File: config.mk
export PLATFORM = sky130hd
export DESIGN_NAME = gcml_top
export DESIGN_NICKNAME = d
export VERILOG_FILES = /design/src/design/gcml_pkg.sv /design/src/design/gcml_top.sv
export SDC_FILE = /design/constraint.sdc
export NUM_CORES = 1
export LEC_CHECK = 0
export ABC_AREA = 1
export BUFFER_PORTS_ARGS = -buffer_cell sky130_fd_sc_hd__buf_2
export CAP_MARGIN = 10
export CORE_MARGIN = 1
export CORE_UTILIZATION = 57
export CTS_CLUSTER_SIZE = 24
export DETAILED_ROUTE_END_ITERATION = 8
export PLACE_DENSITY = 0.8
export SLEW_MARGIN = 20
export SYNTH_ARGS = -nofsm -noshare
export SYNTH_HDL_FRONTEND = slang
export SYNTH_SLANG_ARGS = --single-unit
File: constraint.sdc
create_clock -name clk_sys -period 4.5 [get_ports clk_sys]
set_input_delay 0 -clock clk_sys [delete_from_list [all_inputs] [get_ports clk_sys]]
set_output_delay 0 -clock clk_sys [all_outputs]
set_load 0.005 [all_outputs]
File: src/design/gcml_pkg.sv
// constants, field indices and timing figures shared by the gpio and clock mask loader
// assumes a 125 MHz system clock and an external parallel-load shift register for the mask
//
// How it works
// - enable-set ones make pins driven outputs
// - enable-clear ones tristate pins, input only
// - zero bits in set/clear fields change nothing
// - after reset every pin is input only
// - input field reads live pin levels, read-only
// - output-set ones drive pin high when enabled
// - output-clear ones drive pin low when enabled
// - stored output values reset to zero
// - five byte-wide fields, low four bits used
// - loading starts once primary reset releases
// - secondary reset held for 23 shift periods
// - pin 0 shift clock, 33 MHz max
// - pin 2 low one shift period, then high
// - sixteen mask bits arrive MSB first
// - bit pairs 7..0 gate clocks 3..0
// - bits 8..12 gate clocks 4..8 singly
// - bit 13 gates clock 9; 14,15 reserved
// - after shift tristate pins, release reset conditionally
// - mask stays writable by configuration writes
// - mask input tied low/high enables/disables all
// - pin 3 input masks command enables in live mode
package gcml_pkg;
  // system clock and shift clock limits
  localparam int CLK_MHZ = 125; // system clock rate
  localparam int SHIFT_MAX_MHZ = 33; // highest shift clock rate
  localparam int SHIFT_HALF_CYC = (CLK_MHZ + 2 * SHIFT_MAX_MHZ - 1) / (2 * SHIFT_MAX_MHZ); // rounds up
  localparam int SHIFT_PERIOD_CYC = 2 * SHIFT_HALF_CYC;
  localparam int SAMPLE_PHASE = SHIFT_HALF_CYC + 1; // one cycle after the synced previous edge
  localparam int LOAD_PERIODS = 23; // total shift clock periods of a mask load
  localparam int MASK_BITS = 16;
  localparam int FIRST_SAMPLE_PERIOD = 1; // period 0 is the load period
  // pin roles while loading
  localparam int PIN_SHCLK = 0;
  localparam int PIN_SHCTL = 2;
  localparam int PIN_LIVE = 3;
  localparam int NUM_PINS = 4;
  localparam int NUM_SEC_CLKS = 10;
  localparam int NUM_PAIR_CLKS = 4; // clocks gated by a pair of bits
  localparam int SINGLE_BIT_BASE = 8; // first single-bit mask position
  localparam int OWN_CLK_BIT = 13; // gates the feedback clock
  // configuration field indices
  localparam logic [2:0] FLD_OUT_SET = 3'h0;
  localparam logic [2:0] FLD_OUT_CLR = 3'h1;
  localparam logic [2:0] FLD_OE_SET = 3'h2;
  localparam logic [2:0] FLD_OE_CLR = 3'h3;
  localparam logic [2:0] FLD_INPUT = 3'h4;
  localparam logic [2:0] FLD_CLK_MASK = 3'h5;
  // reset values
  localparam logic [3:0] RST_PIN_OUT = 4'h0;
  localparam logic [3:0] RST_PIN_OE = 4'h0;
  localparam logic [15:0] RST_CLK_MASK = 16'h0000;
  // loader states, gray along the path
  typedef enum logic [1:0] {
    GCML_ST_START = 2'b00,
    GCML_ST_LOAD = 2'b01,
    GCML_ST_SHIFT = 2'b11,
    GCML_ST_DONE = 2'b10
  } gcml_state_e;
endpackage : gcml_pkg

File: src/design/gcml_top.sv
// general purpose pin port of the bridge and the secondary clock mask loader
// assumes clk_sys at 125 MHz, pins and mask input asynchronous to it, config port synchronous
`timescale 1ns/1ps
module gcml_top
  import gcml_pkg::*;
#(
  parameter int BUF_DEPTH = 2, // read answer buffer entries
  parameter int BUF_WIDTH = 16 // read answer width
) (
  input wire logic clk_sys,
  input wire logic rst, // primary reset, async active high
  // configuration access
  input wire logic cfgWrEn, // one-cycle write strobe
  input wire logic cfgRdReq, // read request, taken when cfgRdReqReady
  output logic cfgRdReqReady,
  input wire logic [2:0] cfgAddr, // field index
  input wire logic [15:0] cfgWrData,
  output logic cfgRdValid,
  input wire logic cfgRdReady,
  output logic [BUF_WIDTH-1:0] cfgRdData,
  // general purpose pins, three signals each
  input wire logic [3:0] gpioIn,
  output logic [3:0] gpioOut,
  output logic [3:0] gpioOe,
  input wire logic clock_mask_serial_in,
  // secondary reset and clocks
  input wire logic secResetBit, // bridge control secondary reset bit
  output logic secResetN, // secondary reset, low active
  output logic [9:0] secondary_clock_outputs,
  // live insertion
  input wire logic liveInsertMode,
  input wire logic [2:0] cmdEnables, // io, memory, master enables as written
  output logic [2:0] effEnables // enables as seen by the bridge
);
  initial begin
    if (BUF_DEPTH != 2 || BUF_WIDTH < MASK_BITS) $error("gcml_top: buffer must be 2 deep, 16 wide or more");
  end

  // three-flop synchronisers for pins and mask input
  logic [4:0] syncA_ff;
  logic [4:0] syncB_ff;
  logic [4:0] syncC_ff;
  logic [4:0] inFilt_ff; // accepted level, changes when B and C agree
  wire [4:0] rawIn = {clock_mask_serial_in, gpioIn};
  wire [4:0] nxt_inFilt;
  genvar gi;
  generate
    for (gi = 0; gi < 5; gi++) begin : g_filt
      assign nxt_inFilt[gi] = (syncB_ff[gi] == syncC_ff[gi]) ? syncC_ff[gi] : inFilt_ff[gi];
    end
  endgenerate
  wire [3:0] pinLevel = inFilt_ff[3:0];
  wire maskBit = inFilt_ff[4];

  // synchroniser chain; only the second flop reads the first
  always_ff @(posedge clk_sys or posedge rst) begin
    if (rst) begin
      syncA_ff <= 5'h00;
      syncB_ff <= 5'h00;
      syncC_ff <= 5'h00;
      inFilt_ff <= 5'h00;
    end else begin
      syncA_ff <= rawIn;
      syncB_ff <= syncA_ff;
      syncC_ff <= syncB_ff;
      inFilt_ff <= nxt_inFilt;
    end
  end

  // loader sequencing
  gcml_state_e state_ff;
  gcml_state_e nxt_state;
  logic [$clog2(SHIFT_PERIOD_CYC)-1:0] phase_ff;
  logic [4:0] period_ff;
  localparam logic [$clog2(SHIFT_PERIOD_CYC)-1:0] PH_LAST = ($clog2(SHIFT_PERIOD_CYC))'(SHIFT_PERIOD_CYC - 1);
  localparam logic [$clog2(SHIFT_PERIOD_CYC)-1:0] PH_HALF = ($clog2(SHIFT_PERIOD_CYC))'(SHIFT_HALF_CYC);
  localparam logic [$clog2(SHIFT_PERIOD_CYC)-1:0] PH_SAMP = ($clog2(SHIFT_PERIOD_CYC))'(SAMPLE_PHASE);
  localparam logic [4:0] PER_LAST = 5'(LOAD_PERIODS - 1);
  localparam logic [4:0] PER_FIRST = 5'(FIRST_SAMPLE_PERIOD);
  localparam logic [4:0] PER_LASTBIT = 5'(FIRST_SAMPLE_PERIOD + MASK_BITS - 1);
  wire loading = (state_ff == GCML_ST_LOAD) || (state_ff == GCML_ST_SHIFT);
  wire periodEnd = (phase_ff == PH_LAST);
  wire shiftClkHigh = (phase_ff >= PH_HALF); // rising edge mid period, control steady around it
  wire sampleNow = (state_ff == GCML_ST_SHIFT) && (phase_ff == PH_SAMP) &&
                   (period_ff >= PER_FIRST) && (period_ff <= PER_LASTBIT);

  // next state: start loads straight away, since secondary reset is held by us
  always_comb begin
    nxt_state = state_ff;
    case (state_ff)
      GCML_ST_START: nxt_state = GCML_ST_LOAD;
      GCML_ST_LOAD: if (periodEnd) nxt_state = GCML_ST_SHIFT; // one load period
      GCML_ST_SHIFT: if (periodEnd && period_ff == PER_LAST) nxt_state = GCML_ST_DONE;
      GCML_ST_DONE: nxt_state = GCML_ST_DONE; // mask input ignored from now
      default: nxt_state = GCML_ST_START;
    endcase
  end

  // state, phase divider and period counter
  always_ff @(posedge clk_sys or posedge rst) begin
    if (rst) begin
      state_ff <= GCML_ST_START;
      phase_ff <= '0;
      period_ff <= 5'h00;
    end else begin
      state_ff <= nxt_state;
      phase_ff <= (loading && !periodEnd) ? phase_ff + 1'b1 : '0;
      if (loading && periodEnd) begin
        period_ff <= period_ff + 5'h01;
      end
    end
  end

  // registers: pin output data, pin enables, clock disable mask
  logic [3:0] pinOut_ff;
  logic [3:0] pinOe_ff;
  logic [15:0] clkMask_ff;
  wire wrOutSet = cfgWrEn && (cfgAddr == FLD_OUT_SET);
  wire wrOutClr = cfgWrEn && (cfgAddr == FLD_OUT_CLR);
  wire wrOeSet = cfgWrEn && (cfgAddr == FLD_OE_SET);
  wire wrOeClr = cfgWrEn && (cfgAddr == FLD_OE_CLR);
  wire wrMask = cfgWrEn && (cfgAddr == FLD_CLK_MASK);
  wire [3:0] setBits = cfgWrData[3:0];
  // zero bits keep the old value; a set and clear in one write cannot meet, one field per write
  wire [3:0] nxt_pinOut = wrOutSet ? (pinOut_ff | setBits) :
                          wrOutClr ? (pinOut_ff & ~setBits) : pinOut_ff;
  wire [3:0] nxt_pinOe = wrOeSet ? (pinOe_ff | setBits) :
                         wrOeClr ? (pinOe_ff & ~setBits) : pinOe_ff;
  // a config write wins over a shifted bit; the serial bit never arrives after loading
  wire [15:0] nxt_clkMask = wrMask ? cfgWrData :
                            sampleNow ? {clkMask_ff[14:0], maskBit} : clkMask_ff;

  // register file update
  always_ff @(posedge clk_sys or posedge rst) begin
    if (rst) begin
      pinOut_ff <= RST_PIN_OUT;
      pinOe_ff <= RST_PIN_OE;
      clkMask_ff <= RST_CLK_MASK;
    end else begin
      pinOut_ff <= nxt_pinOut;
      pinOe_ff <= nxt_pinOe;
      clkMask_ff <= nxt_clkMask;
    end
  end

  // pin drive: loader owns pins 0 and 2 while loading, registers once done, all pins off in start
  logic [3:0] gpioOut_ff;
  logic [3:0] gpioOe_ff;
  wire [3:0] ldOe = 4'((1 << PIN_SHCLK) | (1 << PIN_SHCTL)); // pins 1 and 3 idle
  wire ldCtl = (state_ff == GCML_ST_SHIFT); // low in load period, high to shift
  wire [3:0] ldOut = 4'({3'h0, shiftClkHigh} << PIN_SHCLK) | 4'({3'h0, ldCtl} << PIN_SHCTL);
  wire [3:0] nxt_gpioOe = loading ? ldOe : (state_ff == GCML_ST_DONE) ? pinOe_ff : 4'h0;
  wire [3:0] nxt_gpioOut = loading ? ldOut : (state_ff == GCML_ST_DONE) ? (pinOut_ff & pinOe_ff) : 4'h0;
  assign gpioOe = gpioOe_ff;
  assign gpioOut = gpioOut_ff;

  // registered pin drive
  always_ff @(posedge clk_sys or posedge rst) begin
    if (rst) begin
      gpioOe_ff <= 4'h0;
      gpioOut_ff <= 4'h0;
    end else begin
      gpioOe_ff <= nxt_gpioOe;
      gpioOut_ff <= nxt_gpioOut;
    end
  end

  // secondary reset: held through loading, then follows the control bit
  logic secResetN_ff;
  wire nxt_secResetN = (state_ff == GCML_ST_DONE) && !secResetBit;
  assign secResetN = secResetN_ff;
  always_ff @(posedge clk_sys or posedge rst) begin
    if (rst) begin
      secResetN_ff <= 1'b0;
    end else begin
      secResetN_ff <= nxt_secResetN;
    end
  end

  // secondary clock disables decoded from the mask
  wire [9:0] clkOff;
  generate
    for (gi = 0; gi < NUM_PAIR_CLKS; gi++) begin : g_pair
      assign clkOff[gi] = &clkMask_ff[2*gi+1 -: 2]; // any zero keeps it running
    end
    for (gi = NUM_PAIR_CLKS; gi < NUM_SEC_CLKS - 1; gi++) begin : g_single
      assign clkOff[gi] = clkMask_ff[SINGLE_BIT_BASE + gi - NUM_PAIR_CLKS];
    end
  endgenerate
  assign clkOff[NUM_SEC_CLKS-1] = clkMask_ff[OWN_CLK_BIT]; // bits 14, 15 unused

  // secondary clocks: divided toggle; enable only changes while the output is high
  logic secPhase_ff;
  logic [9:0] clkOffHeld_ff;
  logic [9:0] secClk_ff;
  wire [9:0] nxt_clkOffHeld = secPhase_ff ? clkOffHeld_ff : clkOff; // sampled at the edge that starts the high half
  wire [9:0] nxt_secClk = {10{!secPhase_ff}} | nxt_clkOffHeld; // stopped clock sits high
  assign secondary_clock_outputs = secClk_ff;
  always_ff @(posedge clk_sys or posedge rst) begin
    if (rst) begin
      secPhase_ff <= 1'b0;
      clkOffHeld_ff <= 10'h000;
      secClk_ff <= 10'h3FF;
    end else begin
      secPhase_ff <= !secPhase_ff;
      clkOffHeld_ff <= nxt_clkOffHeld;
      secClk_ff <= nxt_secClk;
    end
  end

  // live insertion: pin 3 as input, high, stops io/mem/master enables
  wire liveHalt = liveInsertMode && !pinOe_ff[PIN_LIVE] && pinLevel[PIN_LIVE];
  logic [2:0] effEnables_ff;
  always_ff @(posedge clk_sys or posedge rst) begin
    if (rst) begin
      effEnables_ff <= 3'h0;
    end else begin
      effEnables_ff <= liveHalt ? 3'h0 : cmdEnables;
    end
  end
  assign effEnables = effEnables_ff;

  // read decode; set fields read back the state they change
  wire [15:0] rdMux = (cfgAddr == FLD_OUT_SET || cfgAddr == FLD_OUT_CLR) ? {12'h000, pinOut_ff} :
                      (cfgAddr == FLD_OE_SET || cfgAddr == FLD_OE_CLR) ? {12'h000, pinOe_ff} :
                      (cfgAddr == FLD_INPUT) ? {12'h000, pinLevel} :
                      (cfgAddr == FLD_CLK_MASK) ? clkMask_ff : 16'h0000;

  // two-entry read answer buffer; a stalled reader holds off new reads
  logic [BUF_WIDTH-1:0] buf_ff [BUF_DEPTH];
  logic wrPtr_ff;
  logic rdPtr_ff;
  logic [1:0] count_ff;
  wire bufFull = (count_ff == 2'(BUF_DEPTH));
  wire bufEmpty = (count_ff == 2'h0);
  wire push = cfgRdReq && !bufFull;
  wire pop = cfgRdReady && !bufEmpty;
  assign cfgRdReqReady = !bufFull;
  assign cfgRdValid = !bufEmpty;
  assign cfgRdData = buf_ff[rdPtr_ff];
  always_ff @(posedge clk_sys or posedge rst) begin
    if (rst) begin
      wrPtr_ff <= 1'b0;
      rdPtr_ff <= 1'b0;
      count_ff <= 2'h0;
      buf_ff[0] <= '0;
      buf_ff[1] <= '0;
    end else begin
      if (push) begin
        buf_ff[wrPtr_ff] <= BUF_WIDTH'(rdMux);
        wrPtr_ff <= !wrPtr_ff;
      end
      if (pop) begin
        rdPtr_ff <= !rdPtr_ff;
      end
      count_ff <= count_ff + 2'(push) - 2'(pop);
    end
  end

  // checks on the pin port and the loader
  oe_set_effect_a: assert property (@(posedge clk_sys) disable iff (rst)
    wrOeSet |=> ((pinOe_ff & $past(setBits)) == $past(setBits)))
    else $error("enable set write did not enable pin");
  oe_clear_zero_a: assert property (@(posedge clk_sys) disable iff (rst)
    wrOeClr |=> ((pinOe_ff & $past(setBits)) == 4'h0) && ((pinOe_ff | $past(setBits)) == ($past(pinOe_ff) | $past(setBits))))
    else $error("enable clear write wrong");
  pins_idle_load_a: assert property (@(posedge clk_sys) disable iff (rst)
    (state_ff == GCML_ST_SHIFT) |=> (gpioOe == ldOe))
    else $error("loader pins not driven as required");
  ctl_low_load_a: assert property (@(posedge clk_sys) disable iff (rst)
    $rose(state_ff == GCML_ST_LOAD) |=> (!gpioOut[PIN_SHCTL]) [*4] ##1 gpioOut[PIN_SHCTL])
    else $error("shift control not low for one period then high");
  reset_held_load_a: assert property (@(posedge clk_sys) disable iff (rst)
    loading |=> !secResetN)
    else $error("secondary reset released during load");
  load_len_a: assert property (@(posedge clk_sys) disable iff (rst)
    $rose(state_ff == GCML_ST_LOAD) |-> ##(92) (state_ff == GCML_ST_DONE) && $past(state_ff) == GCML_ST_SHIFT)
    else $error("mask load length wrong");
  release_bit_a: assert property (@(posedge clk_sys) disable iff (rst)
    (state_ff == GCML_ST_DONE && !secResetBit) |=> secResetN)
    else $error("secondary reset not released after load");
  mask_shift_a: assert property (@(posedge clk_sys) disable iff (rst)
    (sampleNow && !wrMask) |=> clkMask_ff == {$past(clkMask_ff[14:0]), $past(maskBit)})
    else $error("mask bit not shifted in at lsb");
  stopped_clk_a: assert property (@(posedge clk_sys) disable iff (rst)
    clkOff[0] [*3] |-> secClk_ff[0])
    else $error("disabled clock not high");
  live_mask_a: assert property (@(posedge clk_sys) disable iff (rst)
    liveHalt |=> effEnables == 3'h0)
    else $error("live insertion did not mask enables");
endmodule : gcml_top

==> results of run 1 <==
[worst max-delay path, cell delays in order]
cell,delay (ns)
dlygate4sd3_1,0.54
buf_2,0.17
nor3b_1,0.46
nand2_1,0.14
dlygate4sd3_1,0.64
nand2_1,0.09
o21ai_0,0.07
dlygate4sd3_1,0.56
[cells in the mapped netlist, drive strengths merged]
cell	number
xor2	4
o21a	6
or2	7
clkbuf	4
nand4	4
xnor2	3
o21ai	54
inv	37
nor3	2
ha	8
clkinv	1
dfrtp	112
nand2	225
a21oi	1
nor2	21
dfstp	10
nand3	32
nor3b	1
buf	14
maj3	5
[final timing paths]
kind,startpoint,end,cells after the start
max,cfgWrEn,flip-flop,8
min,cfgAddr[2],flip-flop,4
max reg2reg,period_ff[0],clkMask_ff[0],8
min reg2reg,syncA_ff[4],syncB_ff[4],0
max in group asynchronous,rst,secondary_clock_outputs[0],4
min in group asynchronous,rst,effEnables[0],3
[what timing repair did]
action | CTS | global route
hold buffers | 42 | 0
gates resized for setup | 0 | 0
endpoints found under the hold margin | 125 | 0
[report_power, final]
| group | switching, mW | total, mW | internal (mW) | leakage [nW] |
|---|---|---|---|---|
| logic | 0.315 | 0.529 | 0.214 | 1.50 |
| registers | 0.138 | 1.40 | 1.26 | 1.51 |
| clock network | 0.496 | 1.47 | 0.972 | 0.308 |
[layer usage]
layer	global-route usage	part of all wire
met5	0	0
met4	0.148	0.034
met3	0.0806	0.063
met1	0.369	0.40
met2	0.495	0.50
[per-stage QoR]
step / instance area, um2 / util
2_1_floorplan: 5040 / -
3_3_place_gp: 5460 / 0.651
3_5_place_dp: 5460 / 0.651
4_1_cts: 6520 / 0.778
5_1_grt: 6530 / 0.778
6_report: 6530 / 0.778
[logic make-up after synthesis]
kind of cell,share of synthesized area
DFF,0.608
xor gates and xnor gates,0.0122
and+or+nand+nor,0.240
adders and majority gates,0.0298
buffers and inverters,0.0471
AOI/OAI and AO/OA,0.0635
[registers in the layout, indices dropped and copies added, names as in the netlist, 2 cells and up, named ones only]
register and count:
buf_ff 32, gpioOut 4, clkOffHeld_ff 6, clkMask_ff 16, secondary_clock_outputs 10, syncB_ff 5
effEnables 3, state_ff 2, inFilt_ff 5, syncC_ff 5, gpioOe 4, phase_ff 2
count_ff 2, syncA_ff 5, period_ff 5
[cell type report]
type / count / area share
Sequential cell: 122 / 0.470
Multi-Input combinational cell: 373 / 0.267
Timing Repair Buffer: 116 / 0.122
Clock buffer: 18 / 0.0656
Clock inverter: 14 / 0.0334
Inverter: 38 / 0.0226
Tap cell: 105 / 0.0201
==> flow_metrics.env, run 1 <==
export IMPL_status="finished clean"
export IMPL_wl_per_cell_um=15.9
export IMPL_synthCells=551
export IMPL_ios=74
export IMPL_max_freq_ghz=0.439
export IMPL_grt_total_usage=0.302
export IMPL_crit_arrival_ns=2.68
export IMPL_setup_viol=0
export IMPL_clkSinkCount=122
export IMPL_gp_congestion=0.880
export IMPL_tightest_slew_ns=0.809
export IMPL_syn_to_final_growth_pct=29.3
export IMPL_grt_overflow=0
export IMPL_rows=33
export IMPL_layout_drive_gt1_share=0.200
export IMPL_final_max_slew_viol_count=0
export IMPL_dp_hpwl_mm=7.15
export IMPL_nets=710
export IMPL_layout_min_cycle_time_ns=2.28
export IMPL_syn_num_nets=593
export IMPL_dp_cells=712
export IMPL_drt_total_wl_mm=12.5
export IMPL_ys_warn_count=0
export IMPL_yosys_area_top_type_share=0.556
export IMPL_rsz0062_at_grt="no"
export IMPL_synth_seq_cells=122
export IMPL_rrSetupSlack_ns=2.62
export IMPL_relSlewSlack=0.460
export IMPL_cts_tree="built"
export IMPL_cts_root_buf="clkbuf_8"
export IMPL_io_buffers=73
export IMPL_fin_tns_setup_ns=0
export IMPL_hold_viol=0
export IMPL_vias_per_cell=5.48
export IMPL_antenna_cells=0
export IMPL_clockBufferDepth=2
export IMPL_cts_htree_levels=4
export IMPL_yosysSeqAreaShare=0.608
export IMPL_grt_pass1_wl_mm=20.5
export IMPL_first_pass_iters=5
export IMPL_multi_input_area_um2=1740
export IMPL_yosys_area_top_type="dfrtp_1"
export IMPL_required_ns=4.90
export IMPL_final_cell_mix="nand2_1, dfrtp_1, buf_2"
export IMPL_grt_pass1_vias=4293
export IMPL_synth_avg_cell_area_um2=9.16
export IMPL_n_fill_cell=503
export IMPL_clk_latency_ns=0.52
export IMPL_die_x_um=96.1
export IMPL_post_place_ws_ns=2.77
export IMPL_drtIter0Drc=332
export IMPL_syn_area_um2=5040
export IMPL_cellPowerDensity_nw_per_um2=520
export IMPL_irDropWorstVdd_uv=323
export IMPL_start_util=0.602
export IMPL_timing_hold_ws_ns=0.105
export IMPL_layout_setup_ws_ns=2.22
export IMPL_die_y_um=96.1
export IMPL_cp_max_fo=5
export IMPL_antenna_found_initial=0
export IMPL_cts_buffers=17
export IMPL_core_um2=8380
export IMPL_drv_max_cap_violation_count=0
export IMPL_p_leak_nw=3.32
export IMPL_instances_no_fill=786
export IMPL_ant_nets=0
export IMPL_period_share=0.506
export IMPL_end_kind="flip-flop"
export IMPL_regArea_um2=3070
export IMPL_grt_max_degree=85
export IMPL_cts_setup_buffers=0
export IMPL_start_kind="input pin"
export IMPL_finClkSkew_ns=0.00729
export IMPL_synthTopCellsByArea="dfrtp_1, nand2_1, dfstp_2, o21ai_0, nand3_1"
export IMPL_layout_commonest_cell="nand2_1"
export IMPL_hp_class="in2reg"
export IMPL_cts_clk_slew_worst_paths_ns=0.06
export IMPL_synth_cell_types=30
export IMPL_critPathKind="in2reg"
export IMPL_power_mw=3.39
export IMPL_num_vias=4306
export IMPL_drc=0
export IMPL_die_area_um2=9230
No activity file was read; power rests on OpenSTA's default activity.
==> run 2: changes to the inputs <==
--- a/config.mk
+++ b/config.mk
@@ -9,10 +9,10 @@
 export BUFFER_PORTS_ARGS = -buffer_cell sky130_fd_sc_hd__buf_2
 export CAP_MARGIN = 10
 export CORE_MARGIN = 1
-export CORE_UTILIZATION = 57
+export CORE_UTILIZATION = 51
 export CTS_CLUSTER_SIZE = 24
 export DETAILED_ROUTE_END_ITERATION = 8
-export PLACE_DENSITY = 0.8
+export PLACE_DENSITY = 0.75
 export SLEW_MARGIN = 20
 export SYNTH_ARGS = -nofsm -noshare
 export SYNTH_HDL_FRONTEND = slang
==> constraint.sdc (replaced) <==
create_clock -name clk_sys -period 2 [get_ports clk_sys]
set_input_delay 0 -clock clk_sys [delete_from_list [all_inputs] [get_ports clk_sys]]
set_output_delay 0 -clock clk_sys [all_outputs]
set_load 0.005 [all_outputs]
==> flow_metrics.env, run 2 (same netlist as run 1, synthesis figures left out) <==
export IMPL_critPathKind="in2reg"
export IMPL_max_freq_ghz=0.531
export IMPL_critPathTopFamily="buffers and inverters"
export IMPL_drv_max_cap_violation_count=0
export IMPL_clkSinkCount=122
export IMPL_setup_viol=0
export IMPL_clockBufferDepth=2
export IMPL_final_cell_mix="nand2_1, dfrtp_1, buf_2"
export IMPL_ant_nets=0
export IMPL_layout_min_cycle_time_ns=1.88
export IMPL_relSlewSlack=0.557
export IMPL_grt_total_usage=0.249
export IMPL_required_ns=2.38
export IMPL_clk_latency_ns=0.50
export IMPL_cellPowerDensity_nw_per_um2=1140
export IMPL_core_um2=9420
export IMPL_gp_congestion=0.786
export IMPL_io_buffers=73
export IMPL_wl_per_cell_um=14.1
export IMPL_period_share=0.942
export IMPL_nets=713
export IMPL_cp_max_fo=5
export IMPL_crit_arrival_ns=2.27
export IMPL_finClkSkew_ns=0.00739
export IMPL_crit_cells=7
export IMPL_whs_path_depth=6
export IMPL_final_max_slew_viol_count=0
export IMPL_largest_reg_flops=32
export IMPL_drtIter0Drc=282
export IMPL_drc=0
export IMPL_rows=35
export IMPL_hold_viol=0
export IMPL_grt_pass1_vias=4201
export IMPL_antenna_cells=0
export IMPL_crit_buf_inv=3
export IMPL_cp_cell_sequence="buf_2, nor3b_1, nand2_1, dlygate4sd3_1, nand2_1, o21ai_0, dlygate4sd3_1"
export IMPL_status="finished clean"
export IMPL_first_pass_iters=7
export IMPL_layout_drive_gt1_share=0.205
export IMPL_hp_class="in2reg"
export IMPL_start_util=0.536
export IMPL_reg2reg_depth=7
export IMPL_crit_slowest_cell="dlygate4sd3_1"
export IMPL_placed_cell_area_um2=5530
export IMPL_fin_tns_setup_ns=0
export IMPL_die_x_um=101
export IMPL_grt_max_degree=123
export IMPL_rrSetupSlack_ns=0.42
export IMPL_regMostFlops="buf_ff"
export IMPL_syn_to_final_growth_pct=30.3
export IMPL_final_area_um2=6570
export IMPL_timing_hold_ws_ns=0.0736
export IMPL_cts_clk_slew_worst_paths_ns=0.06
export IMPL_irDropWorstVdd_uv=789
export IMPL_vias_per_cell=5.06
export IMPL_post_place_ws_ns=0.418
export IMPL_cts_htree_levels=4
export IMPL_dp_hpwl_mm=7.06
export IMPL_grt_overflow=0
export IMPL_num_vias=4116
export IMPL_cts_setup_buffers=0
export IMPL_cts_resized_gates=0
export IMPL_cts_tree="built"
export IMPL_die_y_um=101
export IMPL_tightest_slew_ns=0.664
export IMPL_ios=74
export IMPL_cts_buffers=17
export IMPL_layout_setup_ws_ns=0.116
export IMPL_cts_root_buf="clkbuf_8"
export IMPL_end_kind="flip-flop"
export IMPL_die_area_um2=10300
export IMPL_p_leak_nw=3.33
export IMPL_antenna_found_initial=0
export IMPL_start_kind="input pin"
export IMPL_rsz0062_at_grt="no"
export IMPL_layout_commonest_cell="nand2_1"
export IMPL_critPathMaxStageDelay_ns=0.65
export IMPL_drt_total_wl_mm=11.4
export IMPL_grt_pass1_wl_mm=19.5
## run 2: cell types whose count changed in the layout (fill, tap and decap cells not counted), sizes merged
cell,change
buf,+4
bufinv,-2
inv,-3
clkbuf,+5
clkinvlp,+1
clkinv,-1
dlygate4sd3,-1
## run 2: power breakdown
part	internal, mW	switching (mW)
registers	2.84	0.249
clock network	2.10	1.04
logic	0.503	0.745
total	5.44	2.04
## run 2: area by class of cell
type                            count  area, um2
Sequential cell                   122       3070
Fill cell                         684       2840
Multi-Input combinational cell    373       1740
Timing Repair Buffer              119        826
Clock buffer                       23        497
Tap cell                          129        161
Inverter                           38        146
Clock inverter                      9        135
## run 2: worst paths after layout
| kind | end | from |
|---|---|---|
| setup reg to reg | count_ff[1] | count_ff[1] |
| min in group asynchronous | effEnables[2] | rst |
| max in group asynchronous | buf_ff[13] | rst |
| hold / removal | buf_ff[29] | cfgAddr[1] |
| hold reg to reg | syncB_ff[0] | syncA_ff[0] |
| setup / recovery | flip-flop | cfgAddr[2] |
## run 2: worst register-to-register path, cell delays in order (launching register included)
cell     delay, ns
dfrtp_1       0.41
or2_2         0.32
nand2_1       0.09
inv_1         0.05
ha_1          0.26
inv_1         0.04
ha_1          0.17
xnor2_1       0.12
## run 2: through the flow
step | util | power [mW] | instances
after CTS | 0.698 | 7.53 | 813
final | 0.698 | 7.48 | 813
after floorplan | - | 3.89 | 551
after detailed placement | 0.587 | 4.29 | 740
after global placement | 0.587 | 4.23 | 740
after global routing | 0.698 | 7.87 | 813
## run 2: what timing repair did
item                                   4_1_cts  5_1_grt
setup endpoints to repair                    0        0
hold buffers                                41        0
endpoints found under the hold margin      155        0
## run 2: metal layers
metal,global-route usage,up-vias,part of all wire
met4,0.128,0,0.030
met3,0.0559,33,0.039
met2,0.403,121,0.50
met1,0.315,1984,0.43
li1,-,1978,-
met5,0,-,0
==> run 3: changes to the inputs <==
==> constraint.sdc (replaced) <==
create_clock -name clk_sys -period 1.7 [get_ports clk_sys]
set_input_delay 0 -clock clk_sys [delete_from_list [all_inputs] [get_ports clk_sys]]
set_output_delay 0 -clock clk_sys [all_outputs]
set_load 0.005 [all_outputs]
==> flow_metrics.env, run 3 (same netlist as run 1, synthesis figures left out) <==
export IMPL_cp_common_cell="dlygate4sd3_1"
export IMPL_cp_max_fo=2
export IMPL_grt_pass1_wl_mm=19.3
export IMPL_start_kind="input pin"
export IMPL_cts_clk_slew_worst_paths_ns=0.06
export IMPL_clkSinkCount=122
export IMPL_status="finished clean"
export IMPL_antenna_found_initial=0
export IMPL_die_y_um=101
export IMPL_grt_total_usage=0.249
export IMPL_rows=35
export IMPL_cts_htree_levels=4
export IMPL_wl_per_cell_um=14.4
export IMPL_drv_max_cap_violation_count=0
export IMPL_n_fill_cell=694
export IMPL_setup_viol=0
export IMPL_hp_class="in2reg"
export IMPL_critPathTopFamily="buffers and inverters"
export IMPL_p_leak_nw=3.34
export IMPL_max_freq_ghz=0.620
export IMPL_cts_root_buf="clkbuf_8"
export IMPL_critPathMaxStageDelay_ns=0.60
export IMPL_syn_to_final_growth_pct=30.2
export IMPL_core_um2=9420
export IMPL_first_pass_iters=6
export IMPL_largest_reg_flops=32
export IMPL_nets=714
export IMPL_relSlewSlack=0.629
export IMPL_critPathKind="in2reg"
export IMPL_io_buffers=73
export IMPL_regMostFlops="buf_ff"
export IMPL_drtIter0Drc=257
export IMPL_crit_buf_inv=4
export IMPL_start_util=0.536
export IMPL_multi_input_area_um2=1750
export IMPL_finClkSkew_ns=0.00730
export IMPL_dp_hpwl_mm=7.20
export IMPL_clk_latency_ns=0.51
export IMPL_clockBufferDepth=2
export IMPL_cp_cell_sequence="dlygate4sd3_1, buf_2, nand2_1, dlygate4sd3_1, nand2_1, o21ai_0, dlygate4sd3_1"
export IMPL_grt_max_degree=55
export IMPL_period_share=0.948
export IMPL_fin_tns_setup_ns=0
export IMPL_crit_slowest_cell="dlygate4sd3_1"
export IMPL_grt_overflow=0
export IMPL_die_x_um=101
export IMPL_die_area_um2=10300
export IMPL_layout_commonest_cell="nand2_1"
export IMPL_final_max_slew_viol_count=0
export IMPL_drt_total_wl_mm=11.7
export IMPL_tightest_slew_ns=0.555
export IMPL_rsz0062_at_grt="no"
export IMPL_num_vias=4161
export IMPL_regArea_um2=3070
export IMPL_cellPowerDensity_nw_per_um2=1330
export IMPL_cts_buffers=17
export IMPL_gp_congestion=0.799
export IMPL_irDropWorstVdd_uv=831
export IMPL_antenna_cells=0
export IMPL_power_mw=8.76
export IMPL_crit_arrival_ns=2.00
export IMPL_grt_pass1_vias=4039
export IMPL_required_ns=2.09
export IMPL_layout_drive_gt1_share=0.204
export IMPL_drc=0
export IMPL_layout_min_cycle_time_ns=1.61
export IMPL_vias_per_cell=5.11
export IMPL_hold_viol=0
export IMPL_final_cell_mix="nand2_1, dfrtp_1, buf_2"
export IMPL_cts_tree="built"
export IMPL_ant_nets=0
export IMPL_ios=74
export IMPL_cts_setup_buffers=0
export IMPL_end_kind="flip-flop"
run 3: changes by cell type in the layout (fill, tap and decap cells not counted), moves of 2 or more:
cell,previous run,this run
clkbuf_8,7,3
clkinv_4,2,0
clkinvlp_4,4,1
clkbuf_1,0,4
clkinv_2,1,6
run 3: worst paths after layout:
kind	from	endpoint	slack (ns)	cells after the start
setup / recovery	cfgWrData[1]	flip-flop	0.09	7
hold / removal	cfgWrEn	clkMask_ff[1]	0.05	4
setup reg to reg	count_ff[1]	count_ff[1]	0.14	7
hold reg to reg	syncA_ff[2]	syncB_ff[2]	0.36	0
max in group asynchronous	rst	secondary_clock_outputs[0]	0.91	4
min in group asynchronous	rst	count_ff[0]	0.10	3
run 3: report_power, final:
| group | internal, mW | switching [mW] |
|---|---|---|
| clock | 2.44 | 1.20 |
| combinational | 0.602 | 0.880 |
| sequential | 3.34 | 0.299 |
| total | 6.38 | 2.38 |
run 3: worst min-delay path, cell delays in order:
cell	delay [ns]
buf_2	0.13
nand4_4	0.23
nand3_1	0.10
nand2_1	0.06
run 3: area by class of cell:
type	count	share of cell area
Clock buffer	23	0.0696
Tap cell	129	0.0246
Multi-Input combinational cell	373	0.266
Clock inverter	9	0.0221
Sequential cell	122	0.467
Timing Repair Buffer	120	0.128
Inverter	38	0.0225
run 3: timing repair:
| action | CTS | global route |
|---|---|---|
| endpoints found under the hold margin | 160 | 0 |
| hold buffers | 41 | 0 |
| endpoints found under the setup margin | 10 | 3 |
| resized for setup | 1 | 1 |
run 3: per-layer routing:
layer | global-route usage | vias to the layer above | share of wire
li1 | - | 1976 | -
met1 | 0.320 | 2031 | 0.43
met2 | 0.415 | 131 | 0.51
met3 | 0.0531 | 23 | 0.040
met4 | 0.0970 | 0 | 0.014
met5 | 0 | - | 0
run 3: metrics by stage:
stage / cell area, um2 / setup slack, ns / hold slack [ns] / cells / utilization
after floorplan: 5050 / 0.186 / 0.0314 / 551 / -
after global placement: 5560 / 0.180 / 0.0742 / 742 / 0.590
after detailed placement: 5560 / 0.133 / 0.0755 / 742 / 0.590
after CTS: 6570 / 0.116 / 0.0256 / 815 / 0.698
after global routing: 6570 / 0.0220 / 0.0692 / 814 / 0.697
final: 6570 / 0.0878 / 0.0488 / 814 / 0.697
